<file path="config.mk">
export PLATFORM = sky130hd
export DESIGN_NAME = sfsfe_front_end
export DESIGN_NICKNAME = d
export VERILOG_FILES = /design/src/design/sfsfe_front_end.v
export VERILOG_INCLUDE_DIRS = /design/src /design/src/include
export SDC_FILE = /design/constraint.sdc
export NUM_CORES = 1
export LEC_CHECK = 0
export BUFFER_PORTS_ARGS = -buffer_cell sky130_fd_sc_hd__buf_2
export CORE_UTILIZATION = 34
export DETAILED_ROUTE_END_ITERATION = 12
export HOLD_SLACK_MARGIN = 0.06
export PLACE_DENSITY = 0.59
export SLEW_MARGIN = 10
export SYNTH_ARGS = -nofsm -noshare
export SYNTH_HDL_FRONTEND = slang
export SYNTH_SLANG_ARGS = --single-unit
</file>
<file path="constraint.sdc">
create_clock -name clk -period 1.9 [get_ports clk]
set_input_delay 0.285 -clock clk [delete_from_list [all_inputs] [get_ports clk]]
set_output_delay 0.285 -clock clk [all_outputs]
set_load 0.005 [all_outputs]
</file>
<file path="src/include/sfsfe_regs.vh">
`ifndef SFSFE_REGS_VH
`define SFSFE_REGS_VH
// Link framing.
`define SFSFE_OPC_BITS        4'h8
`define SFSFE_ADDR_BITS       6'h18
`define SFSFE_BITCNT_W        6
// Array geometry.
`define SFSFE_PAGE_SIZE_STD   16'h0108
`define SFSFE_PAGE_SIZE_BIN   16'h0100
`define SFSFE_PAGE_COUNT      17'h0_8000
`define SFSFE_SECT_COUNT      8'h20
`define SFSFE_SECT_SHIFT      4'hA
`define SFSFE_SEC_AREA_BYTES  8'h80
`define SFSFE_SEC_FACTORY     8'h40
// Internal operation timing.
`define SFSFE_T_BUSY_US       16'h0064
`define SFSFE_CLK_MHZ         16'h0064
// Opcode classes handled at the front end.
`define SFSFE_OP_PAGE_PROG    8'h82
`define SFSFE_OP_BUF1_PROG    8'h83
`define SFSFE_OP_BUF2_PROG    8'h86
`define SFSFE_OP_PAGE_ERASE   8'h81
`define SFSFE_OP_BLK_ERASE    8'h50
`define SFSFE_OP_SECT_ERASE   8'h7C
`define SFSFE_OP_BUF1_WRITE   8'h84
`define SFSFE_OP_BUF2_WRITE   8'h87
`define SFSFE_OP_READ_STAT    8'hD7
`define SFSFE_OP_PROT_GROUP   8'h3D
`endif

</file>
<file path="src/design/sfsfe_front_end.v">
`timescale 1ns/10ps
`include "sfsfe_regs.vh"
module sfsfe_front_end #(
   parameter         FACTORY_BIN_PAGE = 1'b0,
   parameter [15:0]  BUSY_CYCLES      = `SFSFE_T_BUSY_US * `SFSFE_CLK_MHZ
) (
   input  wire        clk,
   input  wire        rstn,
   input  wire        cs_n,
   input  wire        sck,
   input  wire        si,
   input  wire        wp_n,
   input  wire [31:0] sect_prot_wr,
   input  wire        sect_prot_wr_en,
   input  wire        sw_prot_en,
   output reg         so_o,
   output reg         so_oe,
   output reg         busy,
   output reg         standby,
   output reg  [7:0]  opcode_out,
   output reg  [23:0] addr_out,
   output reg         cmd_valid,
   output reg         cmd_refused,
   output reg         buf_sel,
   output reg  [31:0] sect_prot_rd
);

   localparam [3:0] ST_IDLE = 4'b0001;
   localparam [3:0] ST_OPC  = 4'b0010;
   localparam [3:0] ST_ADR  = 4'b0100;
   localparam [3:0] ST_DAT  = 4'b1000;

   // Pin synchronisers: three stages, a change counts when stages two and three agree.
   reg [2:0] cs_s_r;
   reg [2:0] sck_s_r;
   reg [2:0] si_s_r;
   reg [2:0] wp_s_r;
   reg       cs_f_r;
   reg       sck_f_r;
   reg       si_f_r;
   reg       wp_f_r;
   reg       sck_d_r;

   reg [3:0]  st_r;
   reg [5:0]  bitcnt_r;
   reg [7:0]  opc_r;
   reg [23:0] adr_r;
   reg [7:0]  stat_sh_r;
   reg [15:0] busy_cnt_r;
   reg        page_bin_r;
   reg        strap_done_r;
   reg        refuse_r;
   reg        stat_go_r;

   wire sck_rise = sck_f_r & ~sck_d_r;
   wire sck_fall = ~sck_f_r & sck_d_r;
   wire selected = ~cs_f_r;

   // Program and erase opcodes; these are the ones write protection can stop.
   function is_modify;
      input [7:0] op;
      begin
         case (op)
            `SFSFE_OP_PAGE_PROG:  is_modify = 1'b1;
            `SFSFE_OP_BUF1_PROG:  is_modify = 1'b1;
            `SFSFE_OP_BUF2_PROG:  is_modify = 1'b1;
            `SFSFE_OP_PAGE_ERASE: is_modify = 1'b1;
            `SFSFE_OP_BLK_ERASE:  is_modify = 1'b1;
            `SFSFE_OP_SECT_ERASE: is_modify = 1'b1;
            default:              is_modify = 1'b0;
         endcase
      end
   endfunction

   function sect_blocked;
      input [23:0] a;
      input [31:0] prot;
      input        hw;
      input        sw;
      reg   [4:0]  idx;
      begin
         // The sector is the top five address bits, 32 sectors in all.
         idx = a[23:19];
         // Either protection source alone is enough.
         sect_blocked = prot[idx] & (hw | sw);
      end
   endfunction

   // Opcodes that route through the second SRAM buffer.
   function uses_buf2;
      input [7:0] op;
      begin
         case (op)
            `SFSFE_OP_BUF2_PROG:  uses_buf2 = 1'b1;
            `SFSFE_OP_BUF2_WRITE: uses_buf2 = 1'b1;
            default:              uses_buf2 = 1'b0;
         endcase
      end
   endfunction

   // Status byte: ready, a zero, four ones, protect pin state, page size flag.
   function [7:0] status_byte;
      input bsy;
      input wp_low;
      input bin;
      begin
         status_byte = {~bsy, 1'b0, 4'hF, wp_low, bin};
      end
   endfunction

   // A synchronised pin only takes a new level once stages two and three agree.
   function settle;
      input [2:0] s;
      input       cur;
      begin
         settle = (s[1] == s[2]) ? s[2] : cur;
      end
   endfunction

   // A frame end that launches an internal cycle. Standby has to drop in the
   // same cycle as busy rises, not one cycle later.
   wire       busy_start = ~selected & (st_r == ST_DAT) & ~refuse_r & is_modify(opc_r) & ~busy;
   // Status as it stands at the first output fall of a status read.
   wire [7:0] stat_now   = status_byte(busy, ~wp_f_r, page_bin_r);

   // Each chain resets to its pin's idle level, so no false edge follows reset.
   // In mode 3 the clock idles high and shows one rise while deselected, which
   // the sequencer ignores.
   always @(posedge clk or negedge rstn) begin
      if (!rstn) begin
         cs_s_r <= 3'h7;
         cs_f_r <= 1'b1;
      end else begin
         cs_s_r <= {cs_s_r[1:0], cs_n};
         cs_f_r <= settle(cs_s_r, cs_f_r);
      end
   end

   always @(posedge clk or negedge rstn) begin
      if (!rstn) begin
         sck_s_r <= 3'h0;
         sck_f_r <= 1'b0;
         sck_d_r <= 1'b0;
      end else begin
         sck_s_r <= {sck_s_r[1:0], sck};
         sck_f_r <= settle(sck_s_r, sck_f_r);
         sck_d_r <= sck_f_r;
      end
   end

   always @(posedge clk or negedge rstn) begin
      if (!rstn) begin
         si_s_r <= 3'h0;
         si_f_r <= 1'b0;
      end else begin
         si_s_r <= {si_s_r[1:0], si};
         si_f_r <= settle(si_s_r, si_f_r);
      end
   end

   always @(posedge clk or negedge rstn) begin
      if (!rstn) begin
         wp_s_r <= 3'h7;
         wp_f_r <= 1'b1;
      end else begin
         wp_s_r <= {wp_s_r[1:0], wp_n};
         wp_f_r <= settle(wp_s_r, wp_f_r);
      end
   end

   // Page size strap is caught after reset release, default 264 bytes.
   // It is taken once, so pages cannot change size in the middle of an operation.
   always @(posedge clk or negedge rstn) begin
      if (!rstn) begin
         strap_done_r <= 1'b0;
         page_bin_r   <= 1'b0;
      end else if (!strap_done_r) begin
         strap_done_r <= 1'b1;
         page_bin_r   <= FACTORY_BIN_PAGE;
      end
   end

   // Front-end sequencer. Reset abandons any operation at once.
   always @(posedge clk or negedge rstn) begin
      if (!rstn) begin
         st_r         <= ST_IDLE;
         bitcnt_r     <= 6'h00;
         opc_r        <= 8'h00;
         adr_r        <= 24'h00_0000;
         opcode_out   <= 8'h00;
         addr_out     <= 24'h00_0000;
         cmd_valid    <= 1'b0;
         cmd_refused  <= 1'b0;
         refuse_r     <= 1'b0;
         buf_sel      <= 1'b0;
         busy         <= 1'b0;
         busy_cnt_r   <= 16'h0000;
         sect_prot_rd <= 32'h0000_0000;
      end else begin
         cmd_valid   <= 1'b0;
         cmd_refused <= 1'b0;
         // Program and erase run on an internal counter, no host clocking.
         // There is one counter only: a command that ends while a cycle runs is
         // passed on but does not restart the timer.
         if (busy) begin
            if (busy_cnt_r == 16'h0001)
               busy <= 1'b0;
            busy_cnt_r <= busy_cnt_r - 16'h0001;
         end
         // Protection register is frozen whenever write protect is low.
         // The pin is seen after synchronisation, so a load just after it falls may land.
         if (sect_prot_wr_en && wp_f_r)
            sect_prot_rd <= sect_prot_wr;
         if (!selected) begin
            // Rise of select ends the frame; partial bits are thrown away.
            // Only a frame with the full opcode and all address bits counts.
            if (st_r == ST_DAT) begin
               if (refuse_r) begin
                  // A refused command only pulses cmd_refused, with no cycle started.
                  cmd_refused <= 1'b1;
               end else if (is_modify(opc_r)) begin
                  if (!busy) begin
                     busy       <= 1'b1;
                     busy_cnt_r <= BUSY_CYCLES;
                  end
                  cmd_valid  <= 1'b1;
                  opcode_out <= opc_r;
                  addr_out   <= adr_r;
               end else begin
                  cmd_valid  <= 1'b1;
                  opcode_out <= opc_r;
                  addr_out   <= adr_r;
               end
            end
            st_r     <= ST_IDLE;
            bitcnt_r <= 6'h00;
            refuse_r <= 1'b0;
         end else begin
            case (st_r)
               ST_IDLE: begin
                  // Only a fresh falling select edge opens a frame.
                  st_r     <= ST_OPC;
                  bitcnt_r <= 6'h00;
               end
               ST_OPC: begin
                  if (sck_rise) begin
                     opc_r    <= {opc_r[6:0], si_f_r};
                     bitcnt_r <= bitcnt_r + 6'h01;
                     if (bitcnt_r == {2'b00, `SFSFE_OPC_BITS} - 6'h01) begin
                        st_r     <= ST_ADR;
                        bitcnt_r <= 6'h00;
                     end
                  end
               end
               ST_ADR: begin
                  if (sck_rise) begin
                     adr_r    <= {adr_r[22:0], si_f_r};
                     bitcnt_r <= bitcnt_r + 6'h01;
                     if (bitcnt_r == `SFSFE_ADDR_BITS - 6'h01) begin
                        st_r <= ST_DAT;
                        // Buffer 2 opcodes use the second SRAM buffer.
                        buf_sel <= uses_buf2(opc_r);
                        if (is_modify(opc_r) &&
                            sect_blocked({adr_r[22:0], si_f_r}, sect_prot_rd,
                                         ~wp_f_r, sw_prot_en))
                           refuse_r <= 1'b1;
                     end
                  end
               end
               ST_DAT: begin
                  // Data bytes are handled by later stages; here they are only framed.
                  bitcnt_r <= 6'h00;
               end
               default: begin
                  st_r <= ST_IDLE;
               end
            endcase
         end
      end
   end

   // Output path: status byte shifted out MSB first on SCK falling edges.
   // The first bit leaves on the fall right after the last opcode bit, so the
   // host finds it at the very next rise.
   always @(posedge clk or negedge rstn) begin
      if (!rstn) begin
         so_o      <= 1'b0;
         so_oe     <= 1'b0;
         stat_sh_r <= 8'h00;
         stat_go_r <= 1'b0;
         standby   <= 1'b1;
      end else begin
         // Deselect means standby, delayed while an internal cycle runs.
         standby <= ~selected & ~busy & ~busy_start;
         if (!selected) begin
            so_oe     <= 1'b0;
            so_o      <= 1'b0;
            stat_go_r <= 1'b0;
         end else if (sck_fall && st_r != ST_OPC && st_r != ST_IDLE &&
                      opc_r == `SFSFE_OP_READ_STAT) begin
            // Host samples on the next rising edge, so modes 0 and 3 both work.
            so_oe <= 1'b1;
            if (!stat_go_r) begin
               so_o      <= stat_now[7];
               stat_sh_r <= {stat_now[6:0], stat_now[7]};
               stat_go_r <= 1'b1;
            end else begin
               so_o      <= stat_sh_r[7];
               stat_sh_r <= {stat_sh_r[6:0], stat_sh_r[7]};
            end
         end
      end
   end

   // Array geometry is fixed: 32768 pages, each 256 or 264 bytes as strapped,
   // and a 128-byte security area whose first 64 bytes come from the factory.
   // These figures bound the addresses that later stages decode.
   localparam [16:0] PAGE_COUNT     = `SFSFE_PAGE_COUNT;
   localparam [7:0]  SEC_AREA_BYTES = `SFSFE_SEC_AREA_BYTES;
   localparam [7:0]  SEC_USER_BYTES = `SFSFE_SEC_AREA_BYTES - `SFSFE_SEC_FACTORY;

endmodule // sfsfe_front_end

</file>
==> run_results.csv <==
group,metric,value,unit
place,post-place-ws,-0.0695,ns
worst_setup_path,worstSetupPathType,"flip-flop to flip-flop",
routing,route.detailed.drc,0,
logic_synthesis,ys_ff_latch,155,
sta,slew_violations,0,
sta,fin_worst_skew,0.0112,ns
run,maxCapViolations,0,
final_layout,nNetsFinal,743,
sta,max_freq,549,MHz
sta,relSlewSlack,74.3,%
routing,postRouteAntennaNets,0,
sta,hold-worst-slack,0.0882,ns
worst_setup_path,cp-end-kind,"flip-flop",
power,powerDensity,983,nW/µm²
logic_synthesis,synth_area_leader_cell,"dfrtp_1",
clock_network,h-tree-depth,4,
global_route,antenna_found_initial,0,
global_route,grt-ovfl-total,0,
sta,timing.final.crit_period,1.82,ns
power,ir_worst_vdd,0.600,mV
clock_network,clk_latency,0.42,ns
logic_synthesis,syn_area,6530,µm²
routing,dr.pass1.iters,4,
outcome,status,"completed",
final_layout,num_antenna_cells,0,
die,coreArea,18800,µm²
die,start_util,34.8,%
global_route,gr-usage-all-layers,15.3,%
place,dp_cells,905,
sta,layout_setup_ws,0.0801,ns
logic_synthesis,ys_seq_area_share,59.6,%
worst_setup_path,crit_slowest_cell,"or4b_1",
worst_setup_path,startpoint_type,"flip-flop",
die,row_count,50,
final_layout,nFillCells,1769,
routing,drt_iter0_drc,184,
final_layout,final_core_util,43.9,%
power,leakagePower,4.11,nW
worst_hold_path,hold_class,"input pin to flip-flop",
final_layout,drive_gt1_share,34.4,%
logic_synthesis,syn_area_per_cell,11.7,µm²
die,dieArea,19700,µm²
logic_synthesis,yosys-top-cells-count,"145 x dfrtp_1, 117 x nand2_1, 41 x mux2_2",
worst_setup_path,required,2.24,ns
logic_synthesis,synth_top_area_share,55.6,%
die,pin_count,111,
place,port_buffers,110,
global_route,grt_pass1_vias,4746,
place,dp_hpwl,9.88,mm
worst_setup_path,cp.arrival,2.16,ns
logic_synthesis,asyncSetResetFlopFracSynth,100,%
global_route,grt_max_degree,60,
clock_network,cts_root_buf,"clkbuf_16",
clock_network,clock-sinks,155,
logic_synthesis,ys_warn_count,0,
clock_network,clockBufferDepth,2,
logic_synthesis,syn_inst,557,
logic_synthesis,synth_ff_type,"dfrtp_1",
routing,wire_per_inst,14.9,µm
clock_network,cts-buffers-inserted,17,
sta,worst_pin_slew,0.376,ns
logic_synthesis,syn_nets,601,
routing,vias_per_cell,4.77,
logic_synthesis,yosysUniqueCellTypes,57,
die,chipHeight,141,µm
final_layout,final_cells,946,
logic_synthesis,synth.most_common_cell,"dfrtp_1",
worst_setup_path,path_max_fanout,6,
worst_setup_path,slowest_delay,0.59,ns
sta,post-route-period-util,95.8,%
final_layout,area_growth,26.2,%
die,die_w,141,µm
place,gp_congestion,0.784,
sta,final.setup.tns,0,ns
clock_network,cts_tree,"yes",
sta,final_hold_viol_count,0,
clock_network,clk_pin_slew,0.07,ns
global_route,grt_pass1_wl,23.8,mm
worst_setup_path,cp_cell_sequence,"or4b_1 > a22oi_2 > a211oi_2 > mux2_4 > nor2_2",
routing,vias,4514,
routing,drt_wl_total,14.1,mm
logic_synthesis,synth.area.top_cells,"dfrtp_1 56%, mux2_2 7.1%, nand2_1 6.7%",
sta,setup_violations,0,
logic_synthesis,synth_edf_count,0,
## logic make-up (layout without fill, tap and decap cells)
group | count (synthesis) | in the layout | synth area share (%)
XOR/XNOR | 17 | 17 | 2.28
AND/OR/NAND/NOR | 213 | 213 | 15.6
adder cells (fa/ha/maj) | 8 | 8 | 1.38
multiplexers | 81 | 81 | 13.8
buffers and inverters | 35 | 190 | 2.21
flip-flops | 155 | 155 | 59.6
AO/OA/AOI/OAI | 48 | 48 | 5.16
## final cells by class
class | count | area, µm² | share of cell area, %
clock inverters | 14 | 146 | 1.78
flip-flops and latches | 155 | 3900 | 47.3
repair buffers | 145 | 886 | 10.8
clock buffers | 18 | 439 | 5.33
well taps | 234 | 293 | 3.56
multi-input cells | 367 | 2530 | 30.7
inverters | 13 | 48.8 | 0.593
## through the flow
step                      total power [W]  cell area [µm²]
final                             0.00809             8240
after global routing              0.00848             8240
after CTS                         0.00819             8190
after detailed placement          0.00476             7520
after global placement            0.00472             7520
after floorplan                   0.00430             6530
## critical path: cells and delay by family, from the launching register on
| family | cells | cell delay (ns) |
|---|---|---|
| flops | 1 | 0.48 |
| simple gates | 2 | 0.68 |
| mux | 1 | 0.27 |
| compound gates | 2 | 0.32 |
## power breakdown
part	internal [W]	total, W	switching (W)	leakage, nW
clock network	0.00189	0.00334	0.00145	0.288
logic	0.000530	0.000971	0.000441	1.79
registers	0.00354	0.00378	0.000243	2.03
## cell usage in the layout (no fill, tap or decap), types with 6 or more instances in the layout
master     Yosys  layout
mux2_1        26      26
nor2_1        34      34
nand3_1       11      11
nand2_1      117     117
inv_1         12      12
inv_6          0       6
xnor2_1        9       9
buf_2         10     109
mux2i_1       13      13
dfstp_2       10      10
buf_4          0      25
a21oi_1        8       8
dfrtp_1      145     141
o21ai_0        6       6
o21ai_1        8       8
mux2_2        41      41
clkbuf_16      0      17
xor2_1         8       8
nor3_1         8       8
## sequential cells by signal, summed over array words and instances (netlist names), 3 cells and up
signal and flops:
addr_out 24, adr_r 24, bitcnt_r 6, busy_cnt_r 16
cs_s_r 3, opc_r 8, opcode_out 8, sck_s_r 3
sect_prot_rd 32, si_s_r 3, st_r 4, stat_sh_r 8
wp_s_r 3
## final timing paths
check / startpoint / end / slack [ns] / cells after the start
setup / recovery: st_r[3] / st_r[1] / 0.08 / 5
hold / removal: sect_prot_wr[6] / sect_prot_rd[6] / 0.09 / 2
setup reg to reg: st_r[3] / st_r[1] / 0.08 / 5
hold reg to reg: si_s_r[0] / si_s_r[1] / 0.35 / 0
max in group asynchronous: rstn / wp_s_r[2] / 0.95 / 3
min in group asynchronous: rstn / busy_cnt_r[12] / 0.30 / 2
## layer usage
metal	global-route usage [%]	vias to the layer above	part of all wire (%)
li1	-	2189	-
met1	19.6	2184	46
met2	24.4	124	47
met3	5.37	17	5.7
met4	4.69	0	1.3
met5	0	-	0
## timing repair
action | 4_1_cts | 5_1_grt
hold endpoints to repair | 99 | 0
setup buffers | 3 | 2
resized for setup | 2 | 13
endpoints found under the setup margin | 2 | 21
hold buffers | 5 | 0
pin swaps | 0 | 5
Power figures use the tool's default switching activity.
